$ cat config.mk
export PLATFORM = sky130hd
export DESIGN_NAME = amm_alarm_mute
export DESIGN_NICKNAME = d
export VERILOG_FILES = /design/src/amm_pkg.sv /design/src/amm_sticky_flags.sv /design/src/amm_group_route.sv /design/src/amm_alarm_mute.sv
export SDC_FILE = /design/constraint.sdc
export NUM_CORES = 1
export LEC_CHECK = 0
export ABC_AREA = 1
export BUFFER_PORTS_ARGS = -buffer_cell sky130_fd_sc_hd__buf_2
export CAP_MARGIN = 20
export CORE_MARGIN = 1.5
export CORE_UTILIZATION = 51
export DETAILED_ROUTE_END_ITERATION = 12
export PLACE_DENSITY = 0.8
export SYNTH_ARGS = -nofsm -noshare
export SYNTH_HDL_FRONTEND = slang
export SYNTH_SLANG_ARGS = --single-unit
export TNS_END_PERCENT = 30
$ cat constraint.sdc
create_clock -name pclk -period 1.71 [get_ports pclk]
set_input_delay 0.4275 -clock pclk [delete_from_list [all_inputs] [get_ports pclk]]
set_output_delay 0.4275 -clock pclk [all_outputs]
set_load 0.05 [all_outputs]
$ cat src/amm_pkg.sv
// Constants shared by the alarm mask and mute logic.
package amm_pkg;

    // ------------------------------------------------------------
    // Register indices and bus geometry
    // ------------------------------------------------------------
    localparam int unsigned REG_W = 8;
    localparam int unsigned NUM_BANKS = 4;
    localparam int unsigned ADDR_W = 14;
    localparam int unsigned IDX_W = 12;
    localparam logic [IDX_W-1:0] FIFO_FLAGS_IDX = 12'h820;
    localparam logic [IDX_W-1:0] LINK_FLAGS_IDX = 12'h821;
    localparam logic [IDX_W-1:0] SYS_FLAGS_IDX = 12'h822;
    localparam logic [IDX_W-1:0] ALARM_MASK_IDX = 12'h823;
    localparam logic [IDX_W-1:0] MUTE_MASK_IDX = 12'h824;
    localparam logic [IDX_W-1:0] BANK_CFG_IDX = 12'h825;
    localparam logic [IDX_W-1:0] ALIGN_CTRL_IDX = 12'h826;
    localparam logic [IDX_W-1:0] OUT_STATE_IDX = 12'h827;

    // ------------------------------------------------------------
    // Field positions
    // ------------------------------------------------------------
    localparam int unsigned TRIG_BIT = 2;
    localparam int unsigned PHASE_BIT = 1;
    localparam int unsigned CLKS_BIT = 0;
    localparam int unsigned SYS_FLAG_W = 3;
    localparam int unsigned SYS_SPARE_LSB = 3;
    localparam int unsigned FIFO_GRP_BIT = 7;
    localparam int unsigned LINK_GRP_BIT = 6;
    localparam int unsigned STROBE_GRP_BIT = 5;
    localparam int unsigned ALIGN_EN_BIT = 0;
    localparam int unsigned ALARM_STATE_BIT = 0;
    localparam int unsigned MUTE_STATE_BIT = 1;

    // ------------------------------------------------------------
    // Reset values
    // ------------------------------------------------------------
    localparam logic [REG_W-1:0] SYS_FLAGS_RST = 8'h00;
    localparam logic [REG_W-1:0] ALARM_MASK_RST = 8'h00;
    localparam logic [REG_W-1:0] MUTE_MASK_RST = 8'h07;
    localparam logic [REG_W-1:0] BANK_CFG_RST = 8'h00;
    localparam logic [REG_W-1:0] ALIGN_CTRL_RST = 8'h00;

endpackage

$ cat src/amm_sticky_flags.sv
// Bank of sticky event flags with write-one-to-clear.
module amm_sticky_flags #(
    parameter int unsigned W = 8
) (
    input wire logic pclk,
    input wire logic presetn,
    input wire logic [W-1:0] set_event,
    input wire logic [W-1:0] clear_ones,
    output logic [W-1:0] flags
);

    // ------------------------------------------------------------
    // Per-bit flag storage
    // ------------------------------------------------------------
    genvar i;
    generate
        for (i = 0; i < W; i++) begin : g_flag
            logic next_flag;
            assign next_flag = set_event[i] | (flags[i] & ~clear_ones[i]);
            always_ff @(posedge pclk or negedge presetn) begin
                if (!presetn) begin
                    flags[i] <= 1'b0;
                end else begin
                    flags[i] <= next_flag;
                end
            end
        end
    endgenerate

endmodule // amm_sticky_flags

$ cat src/amm_group_route.sv
// Combines alarm groups under one mask into a single request.
module amm_group_route (
    input wire logic [7:0] fifo_flags,
    input wire logic [7:0] link_flags,
    input wire logic [2:0] sys_flags,
    input wire logic [7:0] block_mask,
    output logic active
);

    // ------------------------------------------------------------
    // Group reduction
    // ------------------------------------------------------------
    function automatic logic group_on(input logic [7:0] v, input logic blk);
        group_on = (|v) & ~blk;
    endfunction

    logic fifo_on;
    logic clk_loss_on;
    logic strobe_on;
    logic [2:0] sys_on;

    assign fifo_on = group_on(fifo_flags, block_mask[amm_pkg::FIFO_GRP_BIT]);
    assign clk_loss_on = group_on({4'h0, link_flags[7:4]}, block_mask[amm_pkg::LINK_GRP_BIT]);
    assign strobe_on = group_on({4'h0, link_flags[3:0]}, block_mask[amm_pkg::STROBE_GRP_BIT]);
    assign sys_on = sys_flags & ~block_mask[2:0];
    assign active = fifo_on | clk_loss_on | strobe_on | (|sys_on);

endmodule // amm_group_route

$ cat src/amm_alarm_mute.sv
// Alarm flag collection, alarm output and mute request with APB registers.
//
// The implementer's own choice: the APB slave port.
module amm_alarm_mute (
    input wire logic pclk,
    input wire logic presetn,
    input wire logic psel,
    input wire logic penable,
    input wire logic pwrite,
    input wire logic [13:0] paddr,
    input wire logic [31:0] pwdata,
    input wire logic [3:0] pstrb,
    output logic [31:0] prdata,
    output logic pready,
    output logic pslverr,
    input wire logic [3:0] fifo_almost_full,
    input wire logic [3:0] fifo_almost_empty,
    input wire logic [3:0] link_clock_stopped,
    input wire logic [3:0] strobe_misplaced,
    input wire logic trigger_divider_realigned,
    input wire logic reference_edge_seen,
    input wire logic reference_edge_misplaced,
    input wire logic clocks_realigned_event,
    output logic reference_align_enable,
    output logic alarm_out,
    output logic mute_request
);

    // ------------------------------------------------------------
    // Address decode
    // ------------------------------------------------------------
    function automatic logic reg_hit(input logic [13:0] a, input logic [11:0] idx);
        reg_hit = (a[13:2] == idx) && (a[1:0] == 2'h0);
    endfunction

    logic hit_fifo;
    logic hit_link;
    logic hit_sys;
    logic hit_amask;
    logic hit_mmask;
    logic hit_bank;
    logic hit_align;
    logic hit_state;
    logic mapped;
    logic access;
    logic setup_rd;
    logic wr_en;

    assign hit_fifo = reg_hit(paddr, amm_pkg::FIFO_FLAGS_IDX);
    assign hit_link = reg_hit(paddr, amm_pkg::LINK_FLAGS_IDX);
    assign hit_sys = reg_hit(paddr, amm_pkg::SYS_FLAGS_IDX);
    assign hit_amask = reg_hit(paddr, amm_pkg::ALARM_MASK_IDX);
    assign hit_mmask = reg_hit(paddr, amm_pkg::MUTE_MASK_IDX);
    assign hit_bank = reg_hit(paddr, amm_pkg::BANK_CFG_IDX);
    assign hit_align = reg_hit(paddr, amm_pkg::ALIGN_CTRL_IDX);
    assign hit_state = reg_hit(paddr, amm_pkg::OUT_STATE_IDX);
    assign mapped = hit_fifo | hit_link | hit_sys | hit_amask | hit_mmask | hit_bank | hit_align | hit_state;
    assign access = psel & penable;
    assign setup_rd = psel & ~penable & ~pwrite;
    assign wr_en = access & pwrite & pstrb[0] & mapped;
    assign pready = 1'b1;
    assign pslverr = access & ~mapped;

    // ------------------------------------------------------------
    // Write strobes
    // ------------------------------------------------------------
    logic wr_fifo;
    logic wr_link;
    logic wr_sys;
    logic [7:0] wbyte;

    assign wr_fifo = wr_en & hit_fifo;
    assign wr_link = wr_en & hit_link;
    assign wr_sys = wr_en & hit_sys;
    assign wbyte = pwdata[7:0];

    // ------------------------------------------------------------
    // Configuration registers
    // ------------------------------------------------------------
    logic [7:0] alarm_output_mask;
    logic [7:0] output_mute_mask;
    logic [7:0] bank_config;
    logic [7:0] align_control;
    logic [4:0] sys_spare;

    always_ff @(posedge pclk or negedge presetn) begin
        if (!presetn) begin
            alarm_output_mask <= amm_pkg::ALARM_MASK_RST;
            output_mute_mask <= amm_pkg::MUTE_MASK_RST;
            bank_config <= amm_pkg::BANK_CFG_RST;
            align_control <= amm_pkg::ALIGN_CTRL_RST;
            sys_spare <= amm_pkg::SYS_FLAGS_RST[7:3];
        end else begin
            if (wr_en & hit_amask) begin
                alarm_output_mask <= wbyte;
            end
            if (wr_en & hit_mmask) begin
                output_mute_mask <= wbyte;
            end
            if (wr_en & hit_bank) begin
                bank_config <= wbyte;
            end
            if (wr_en & hit_align) begin
                align_control <= wbyte;
            end
            if (wr_sys) begin
                sys_spare <= wbyte[7:3];
            end
        end
    end

    assign reference_align_enable = align_control[amm_pkg::ALIGN_EN_BIT];

    // ------------------------------------------------------------
    // Flag sources
    // ------------------------------------------------------------
    logic [7:0] fifo_set;
    logic [7:0] link_set;
    logic [2:0] sys_set;
    logic [7:0] fifo_level_flags;
    logic [7:0] link_flags;
    logic [2:0] system_event_flags;
    logic [3:0] link_clock_loss_flags;
    logic [3:0] strobe_position_flags;

    assign fifo_set = {fifo_almost_empty & bank_config[3:0], fifo_almost_full & bank_config[3:0]};
    assign link_set[7:4] = link_clock_stopped & bank_config[7:4];
    assign link_set[3:0] = strobe_misplaced;
    assign sys_set[amm_pkg::TRIG_BIT] = trigger_divider_realigned;
    assign sys_set[amm_pkg::PHASE_BIT] = reference_edge_seen & reference_edge_misplaced & ~reference_align_enable;
    assign sys_set[amm_pkg::CLKS_BIT] = clocks_realigned_event;

    amm_sticky_flags #(
        .W(8)
    ) u_fifo_flags (
        .pclk(pclk),
        .presetn(presetn),
        .set_event(fifo_set),
        .clear_ones(wr_fifo ? wbyte : 8'h00),
        .flags(fifo_level_flags)
    );

    amm_sticky_flags #(
        .W(8)
    ) u_link_flags (
        .pclk(pclk),
        .presetn(presetn),
        .set_event(link_set),
        .clear_ones(wr_link ? wbyte : 8'h00),
        .flags(link_flags)
    );

    amm_sticky_flags #(
        .W(3)
    ) u_sys_flags (
        .pclk(pclk),
        .presetn(presetn),
        .set_event(sys_set),
        .clear_ones(wr_sys ? wbyte[2:0] : 3'h0),
        .flags(system_event_flags)
    );

    assign link_clock_loss_flags = link_flags[7:4];
    assign strobe_position_flags = link_flags[3:0];

    // ------------------------------------------------------------
    // Alarm and mute routing
    // ------------------------------------------------------------
    logic next_alarm;
    logic next_mute;

    amm_group_route u_alarm_route (
        .fifo_flags(fifo_level_flags),
        .link_flags(link_flags),
        .sys_flags(system_event_flags),
        .block_mask(alarm_output_mask),
        .active(next_alarm)
    );

    amm_group_route u_mute_route (
        .fifo_flags(fifo_level_flags),
        .link_flags(link_flags),
        .sys_flags(system_event_flags),
        .block_mask(output_mute_mask),
        .active(next_mute)
    );

    always_ff @(posedge pclk or negedge presetn) begin
        if (!presetn) begin
            alarm_out <= 1'b0;
            mute_request <= 1'b0;
        end else begin
            alarm_out <= next_alarm;
            mute_request <= next_mute;
        end
    end

    // ------------------------------------------------------------
    // Read path
    // ------------------------------------------------------------
    logic [7:0] rd_byte;

    assign rd_byte = hit_fifo ? fifo_level_flags :
                     hit_link ? link_flags :
                     hit_sys ? {sys_spare, system_event_flags} :
                     hit_amask ? alarm_output_mask :
                     hit_mmask ? output_mute_mask :
                     hit_bank ? bank_config :
                     hit_align ? align_control :
                     hit_state ? {6'h00, mute_request, alarm_out} : 8'h00;

    always_ff @(posedge pclk or negedge presetn) begin
        if (!presetn) begin
            prdata <= 32'h00000000;
        end else if (setup_rd) begin
            prdata <= {24'h000000, rd_byte};
        end
    end

    // ------------------------------------------------------------
    // Assertions
    // ------------------------------------------------------------
    a_trig_flag_set: assert property (@(posedge pclk) disable iff (!presetn)
        trigger_divider_realigned |=> system_event_flags[2] ##1 (alarm_out || alarm_output_mask[2]))
        else $error("Trigger realign flag or alarm missing.");

    a_phase_flag_set: assert property (@(posedge pclk) disable iff (!presetn)
        reference_edge_seen && reference_edge_misplaced && !reference_align_enable |=> system_event_flags[1])
        else $error("Phase error flag not set.");

    a_phase_flag_quiet: assert property (@(posedge pclk) disable iff (!presetn)
        !system_event_flags[1] && reference_align_enable && !wr_en |=> !system_event_flags[1])
        else $error("Phase error flag set while alignment enabled.");

    a_clks_flag_set: assert property (@(posedge pclk) disable iff (!presetn)
        clocks_realigned_event |=> system_event_flags[0])
        else $error("Clocks realigned flag not set.");

    a_w1c_zero_keeps: assert property (@(posedge pclk) disable iff (!presetn)
        system_event_flags[0] && !(wr_sys && pwdata[0]) |=> system_event_flags[0])
        else $error("System flag lost without a written one.");

    a_w1c_one_clears: assert property (@(posedge pclk) disable iff (!presetn)
        wr_sys && pwdata[0] && !clocks_realigned_event |=> !system_event_flags[0])
        else $error("System flag not cleared by written one.");

    a_fifo_alarm_mask: assert property (@(posedge pclk) disable iff (!presetn)
        (|fifo_level_flags) && !alarm_output_mask[7] |=> alarm_out)
        else $error("FIFO alarm did not reach alarm output.");

    a_link_alarm_mask: assert property (@(posedge pclk) disable iff (!presetn)
        (|link_clock_loss_flags) && !alarm_output_mask[6] |=> alarm_out)
        else $error("Clock-loss alarm did not reach alarm output.");

    a_strobe_alarm_mask: assert property (@(posedge pclk) disable iff (!presetn)
        (|strobe_position_flags) && !alarm_output_mask[5] |=> alarm_out)
        else $error("Strobe alarm did not reach alarm output.");

    a_sys_alarm_block: assert property (@(posedge pclk) disable iff (!presetn)
        fifo_level_flags == 8'h00 && link_flags == 8'h00 && (system_event_flags & ~alarm_output_mask[2:0]) == 3'h0
        |=> !alarm_out)
        else $error("Blocked alarm reached alarm output.");

    a_fifo_mute: assert property (@(posedge pclk) disable iff (!presetn)
        (|fifo_level_flags) && !output_mute_mask[7] |=> mute_request)
        else $error("FIFO alarm did not mute.");

    a_link_mute: assert property (@(posedge pclk) disable iff (!presetn)
        (|link_clock_loss_flags) && !output_mute_mask[6] |=> mute_request)
        else $error("Clock-loss alarm did not mute.");

    a_strobe_mute: assert property (@(posedge pclk) disable iff (!presetn)
        (|strobe_position_flags) && !output_mute_mask[5] |=> mute_request)
        else $error("Strobe alarm did not mute.");

    a_sys_mute_gate: assert property (@(posedge pclk) disable iff (!presetn)
        (system_event_flags & ~output_mute_mask[2:0]) != 3'h0 |=> mute_request)
        else $error("System flag did not mute.");

    a_mute_mask_reset: assert property (@(posedge pclk) disable iff (!presetn)
        $rose(presetn) |-> output_mute_mask == 8'h07)
        else $error("Mute mask reset value wrong.");

    a_fifo_bank_flag: assert property (@(posedge pclk) disable iff (!presetn)
        fifo_almost_full[0] && bank_config[0] |=> fifo_level_flags[0])
        else $error("Enabled bank FIFO flag not raised.");

    a_clock_loss_flag: assert property (@(posedge pclk) disable iff (!presetn)
        link_clock_stopped[1] && bank_config[5] |=> link_clock_loss_flags[1])
        else $error("Used bank clock-loss flag not raised.");

    a_strobe_flag: assert property (@(posedge pclk) disable iff (!presetn)
        strobe_misplaced[2] |=> strobe_position_flags[2])
        else $error("Strobe flag not raised.");

    a_spare_readback: assert property (@(posedge pclk) disable iff (!presetn)
        wr_sys |=> sys_spare == $past(pwdata[7:3]))
        else $error("Reserved bits did not store write.");

endmodule // amm_alarm_mute

==> results of run 1 <==
worst max-delay path by stage:
stage | from | endpoint | slack, ns | cells past startpoint
3_5_place_dp | paddr[7] | u_link_flags.flags[5] | -0.37 | 10
4_1_cts | paddr[12] | pslverr | -0.05 | 9
2_1_floorplan | paddr[7] | bank_config[3] | -0.03 | 10
5_1_grt | paddr[11] | pslverr | -0.08 | 9
3_3_place_gp | paddr[7] | sys_spare[4] | -0.29 | 11
6_report | paddr[11] | pslverr | -0.03 | 9
flip-flops by register name, indices dropped and copies added, names as in the netlist:
register / cells
output_mute_mask: 8
mute_request: 1
u_link_flags.flags: 8
bank_config: 8
align_control: 8
u_fifo_flags.flags: 8
alarm_output_mask: 8
u_sys_flags.flags: 3
sys_spare: 5
alarm_out: 1
prdata: 8
layout by cell type (no fill, tap or decap), drive strengths merged:
master,count
or4,2
a21boi,1
nand2,156
clkbuf,12
dfstp,3
nor4,2
nand3,10
o31ai,1
a21oi,4
bufinv,1
nor3,4
conb,25
nor2,47
nand4,32
dfrtp,63
o21ai,59
o21bai,1
a221oi,2
clkinv,3
buf,107
inv,50
cell families after synthesis:
| family | share of synthesized area (%) |
|---|---|
| simple gates | 30.5 |
| buf+inv | 11.8 |
| compound gates | 11.1 |
| flops | 46.4 |
| other cells | 0.211 |
what timing repair did:
action	in CTS	in global routing
gates resized for setup	8	28
pin swaps	3	7
endpoints found under the setup margin	3	45
setup buffers	2	4
worst max-delay path: stages:
cell and delay, ns:
sky130_fd_sc_hd__buf_2 0.11, sky130_fd_sc_hd__nor2_4 0.11, sky130_fd_sc_hd__nand2_2 0.08, sky130_fd_sc_hd__nor2_4 0.16, sky130_fd_sc_hd__nand2_4 0.07, sky130_fd_sc_hd__buf_6 0.12, sky130_fd_sc_hd__nand2_4 0.05, sky130_fd_sc_hd__nor2_4 0.03
sky130_fd_sc_hd__buf_6 0.14
per-stage QoR:
step | setup slack (ns) | util, % | area (um2)
finish | -0.0340 | 67.7 | 4600
global route | -0.0780 | 67.7 | 4600
CTS | -0.0496 | 66.0 | 4490
detailed placement | -0.368 | 62.7 | 4260
global placement | -0.287 | 62.7 | 4260
floorplan | -0.0291 | - | 3720
metal layers:
layer / track usage, % / vias to the layer above
met5: 0 / -
met4: 11.6 / 0
met3: 5.14 / 29
met2: 46.0 / 179
met1: 34.7 / 1679
li1: - / 1703
where the power goes:
group | total, W | leakage [nW] | internal [W] | switching (W)
combinational | 0.000391 | 1.46 | 0.000106 | 0.000285
clock | 0.00126 | 0.0962 | 0.000701 | 0.000559
sequential | 0.00157 | 0.862 | 0.00157 | 0.00000173
total | 0.00322 | 2.42 | 0.00237 | 0.000845
area by class of cell:
class | count | area [um2]
tap | 96 | 120
fill | 575 | 2190
timing repair buffer | 107 | 749
clock inverter | 3 | 40.0
multi-input combinational | 346 | 1690
inverter | 51 | 199
clock buffer | 12 | 145
sequential | 66 | 1660
==> flow_summary.toml, run 1 <==
[run_status]
outcome = "complete, but fails checks"
violated_checks = "setup timing"

[setup_path]
endpoint_of_the_lowest_slack_register_to_register_path = "alarm_out"
critPathCaptureType = "primary output"
rr_startpoint = "u_link_flags.flags[0]"
worstSetupStartpointType = "input pin"
arrival_time_worst_endpoint_ns = 1.32
critical_path_required_ns = 1.28
worstPathMaxFanout = 3
path_class = "input pin to primary output"
reg2regPathDepth = 3
setup.reg_to_reg.worst_slack_ns = 0.35

[synth]
synthCells = 474
synth.area.top_cells = "sky130_fd_sc_hd__dfrtp_1 44%, sky130_fd_sc_hd__nand2_1 16%, sky130_fd_sc_hd__o21ai_0 7.2%"
netlist-cell-type-count = 27
postSynth.asyncResetShare_pct = 100
synth_sequential_area_ratio_pct = 46.4
ys_seq_elements = 66
synth-edff-count = 0
syn_area_um2 = 3560
most_frequent_cell_after_synthesis = "sky130_fd_sc_hd__nand2_1"
netlist_top_cells_count = "151 x sky130_fd_sc_hd__nand2_1, 63 x sky130_fd_sc_hd__dfrtp_1, 51 x sky130_fd_sc_hd__o21ai_0, 48 x sky130_fd_sc_hd__inv_1, 46 x sky130_fd_sc_hd__nor2_1"
synth_warnings = 0
yosys.area.top_type_share_pct = 44.2
synth_top_area_cell = "sky130_fd_sc_hd__dfrtp_1"
synthesis.area_per_instance_um2 = 7.52
ys.flop_type = "sky130_fd_sc_hd__dfrtp_1"

[grt]
via_count_of_the_first_global_routing_pass = 3386
grt_util_all_layers_pct = 27.4
globalRouteOverflowTotal = 0
grt_max_degree = 27
antenna_found_initial = 0
wire_length_of_the_first_global_routing_pass_um = 15700

[final_layout]
areaGrowthSynthToFinish_pct = 29.1
final_nets = 656
final-instance-count-excl-fill = 681
layout-drive-gt1-share_pct = 27.7
diodes = 0

[timing]
final-hold-violation-count = 0
setup_total_negative_slack_ns = -0.0340
unrepaired_setup_endpoints_after_global_routing = "true"
finalWorstPathRequiredPeriod_ns = 1.74
timing.final.setup_violations = 1
postLayoutSetupSlackWorst_ns = -0.0340
final_max_slew_viol_count = 0
period_share_pct = 102
finalClockSkew_ns = 0.0134
hold_ws_ns = 0.0251
max_freq_mhz = 573

[clock_tree]
h-tree-depth = 3
clk_root_buffer_cell = "sky130_fd_sc_hd__clkbuf_8"
cts_tree = "yes"
cts_made_buffers = 9
cts.clk_slew.worst_paths_ns = 0.07
clock_path_buffers = 2
clk-insertion-delay-late_ns = 0.34
clock_sinks = 66
cts_hold_buffers = 0

[drt]
route.detailed.wl_per_inst_um = 14.4
routedLengthMet1_um = 4020
routed_wl_um = 9830
detailedRoute.firstIterationViolations = 298
drc = 0
met3_wirelength_um = 629
routed-via-count = 3590
drt-vias-per-instance = 5.27
postRouteAntennaNets = 0
firstDrtPassIters = 6
route.met2.wl_um = 4900
routed.top_layer = "met4"

[place]
dpl.hpwl_um = 7220
gp_routability_congestion = 0.949
place_inst = 660
port_buffers = 59

[die]
dieWidth_um = 86.6
fp.coreArea_um2 = 6790
floorplan.die.height_um = 86.6
fp.dieArea_um2 = 7500
ios = 112
core.rowCount = 30
start_util_pct = 52.5

[power]
total_leakage_power_nw = 2.42
cellPowerDensity_nw_per_um2 = 699
power.ir.vdd_worst_uv = 604
total_power_w = 0.00322

[job]
reported_max_cap_violation_count = 0

[min_path]
min-delay-path-class = "input pin to asynchronous set/reset pin"
Note: power is estimated with default switching activity, not from simulation.
==> run 2: changes to the inputs <==
--- a/config.mk
+++ b/config.mk
@@ -8,10 +8,10 @@
 export ABC_AREA = 1
 export BUFFER_PORTS_ARGS = -buffer_cell sky130_fd_sc_hd__buf_2
 export CAP_MARGIN = 20
-export CORE_MARGIN = 1.5
-export CORE_UTILIZATION = 51
+export CORE_UTILIZATION = 53
+export CTS_BUF_LIST = sky130_fd_sc_hd__clkbuf_4 sky130_fd_sc_hd__clkbuf_8
 export DETAILED_ROUTE_END_ITERATION = 12
-export PLACE_DENSITY = 0.8
+export PLACE_DENSITY = 0.82
 export SYNTH_ARGS = -nofsm -noshare
 export SYNTH_HDL_FRONTEND = slang
 export SYNTH_SLANG_ARGS = --single-unit
==> run 2 against run 1 <==
Compared with the run above:
- the flow finishes with violations (DRC, setup timing)
- hold slack gained 0.054 ns
- largest power group unchanged
- clock skew shrank 0.0081 ns
- die area shrank 5.9%
- fmax grew 1.5%
- final area shrank 1.3%
- first-iteration DRC count shrank 9.4%
==> flow_summary.toml, run 2 (same netlist as run 1, synthesis figures left out) <==
[setup_path]
cp_cell_sequence = "buf_2 -> nor2_4 -> nand2_4 -> nor2_4 -> nand2_4 -> buf_6 -> nand2_2 -> nor2_2 -> buf_6"
path_class = "input pin to primary output"
reg2regPathDepth = 3
cp.depth = 9
critPathCaptureType = "primary output"
critical_path_required_ns = 1.28
worstSetupStartpointType = "input pin"
setup.reg_to_reg.worst_slack_ns = 0.37
critical_path.slowest_cell = "sky130_fd_sc_hd__nor2_4"
arrival_time_worst_endpoint_ns = 1.29
timing.critical_path.max_delay_family = "simple AND/OR/NAND/NOR gates"
slowest_delay_ns = 0.17
worstPathMaxFanout = 3
worstPathBufferInverterCount = 3

[final_layout]
sequential_cell_area_um2 = 1660
filler_cell_count = 521
layout-drive-gt1-share_pct = 27.2
final_area_um2 = 4540
final_nets = 655
areaGrowthSynthToFinish_pct = 27.4
diodes = 0
final_cell_mix = "144 x sky130_fd_sc_hd__nand2_1, 63 x sky130_fd_sc_hd__dfrtp_1, 54 x sky130_fd_sc_hd__buf_2"
mostFrequentLayoutCell = "sky130_fd_sc_hd__nand2_1"
multi_input_comb_area_um2 = 1670

[grt]
wire_length_of_the_first_global_routing_pass_um = 15200
grt_max_degree = 67
globalRouteOverflowTotal = 0
antenna_found_initial = 0
grt_util_all_layers_pct = 27.8
via_count_of_the_first_global_routing_pass = 3282

[clock_tree]
clock_path_buffers = 2
clk-insertion-delay-late_ns = 0.35
clk_root_buffer_cell = "sky130_fd_sc_hd__clkbuf_8"
cts_made_buffers = 9
cts_tree = "yes"
h-tree-depth = 3
cts.clk_slew.worst_paths_ns = 0.07
clock_sinks = 66
cts_hold_buffers = 0

[timing]
final-hold-violation-count = 0
timing.final.setup_violations = 1
final_max_slew_viol_count = 0
finalWorstPathRequiredPeriod_ns = 1.72
max_freq_mhz = 582
hold_ws_ns = 0.0790
finalClockSkew_ns = 0.00523
period_share_pct = 100
setup_total_negative_slack_ns = -0.00824
unrepaired_setup_endpoints_after_global_routing = "true"
postLayoutSetupSlackWorst_ns = -0.00824

[drt]
routed_wl_um = 9180
postRouteAntennaNets = 0
drt-vias-per-instance = 5.23
firstDrtPassIters = 9
routed-via-count = 3463
route.detailed.wl_per_inst_um = 13.9
detailedRoute.firstIterationViolations = 270
drc = 16

[die]
start_util_pct = 55.5
floorplan.die.height_um = 84.0
core.rowCount = 29
dieWidth_um = 84.0
fp.coreArea_um2 = 6420
ios = 112
fp.dieArea_um2 = 7060

[min_path]
min-delay-path-class = "input pin to asynchronous set/reset pin"

[place]
gp_routability_congestion = 0.939
post_place_setup_slack_ns = -0.334
dpl.hpwl_um = 6760
placement.cell_area_um2 = 4200
port_buffers = 59

[run_status]
outcome = "complete, but fails checks"
violated_checks = "DRC, setup timing"

[power]
total_leakage_power_nw = 2.39
cellPowerDensity_nw_per_um2 = 709
power.ir.vdd_worst_uv = 815

[job]
reported_max_cap_violation_count = 0
## run 2: timing repair
| action | 4_1_cts | 5_1_grt |
|---|---|---|
| pin swaps | 6 | 7 |
| setup buffers | 6 | 2 |
| resized for setup | 10 | 14 |
| endpoints found under the setup margin | 1 | 52 |
## run 2: layout make-up
cell class	count	area share, %
Clock buffer	11	3.06
Clock inverter	5	1.21
Inverter	51	4.38
Multi-Input combinational cell	346	36.7
Sequential cell	66	36.5
Tap cell	77	2.12
Timing Repair Buffer	106	16.0
## run 2: stage by stage
stage | util [%] | std cells | power, W
4_1_cts | 69.8 | 660 | 0.00324
2_1_floorplan | - | 497 | 0.00185
5_1_grt | 70.7 | 662 | 0.00334
6_report | 70.7 | 662 | 0.00322
3_5_place_dp | 65.5 | 638 | 0.00196
3_3_place_gp | 65.5 | 638 | 0.00195
## run 2: report_power, final
part	leakage [nW]	switching [W]	internal, W
sequential	0.862	0.00000213	0.00156
combinational	1.44	0.000278	0.000102
clock	0.0962	0.000574	0.000700
## run 2: worst register-to-register path: stages, from the launching register on
cell and delay (ns):
sky130_fd_sc_hd__dfrtp_1 0.42, sky130_fd_sc_hd__or4_1 0.60, sky130_fd_sc_hd__nand2_1 0.11, sky130_fd_sc_hd__nand4_1 0.09
## run 2: worst paths after layout
kind                                             end                    from
max in group asynchronous        output_mute_mask[1]                 presetn
worst max register to register             alarm_out   u_link_flags.flags[0]
worst min register to register             prdata[4]               prdata[4]
worst min-delay path                       prdata[6]                 presetn
worst max-delay path                         pslverr                paddr[9]
min in group pclk               u_sys_flags.flags[0]  clocks_realigned_event
## run 2: per-layer routing
layer / share of wire (%) / track usage (%)
met1: 42 / 35.5
met2: 50 / 46.4
met3: 5.1 / 5.74
met4: 2.4 / 10.8
met5: 0 / 0
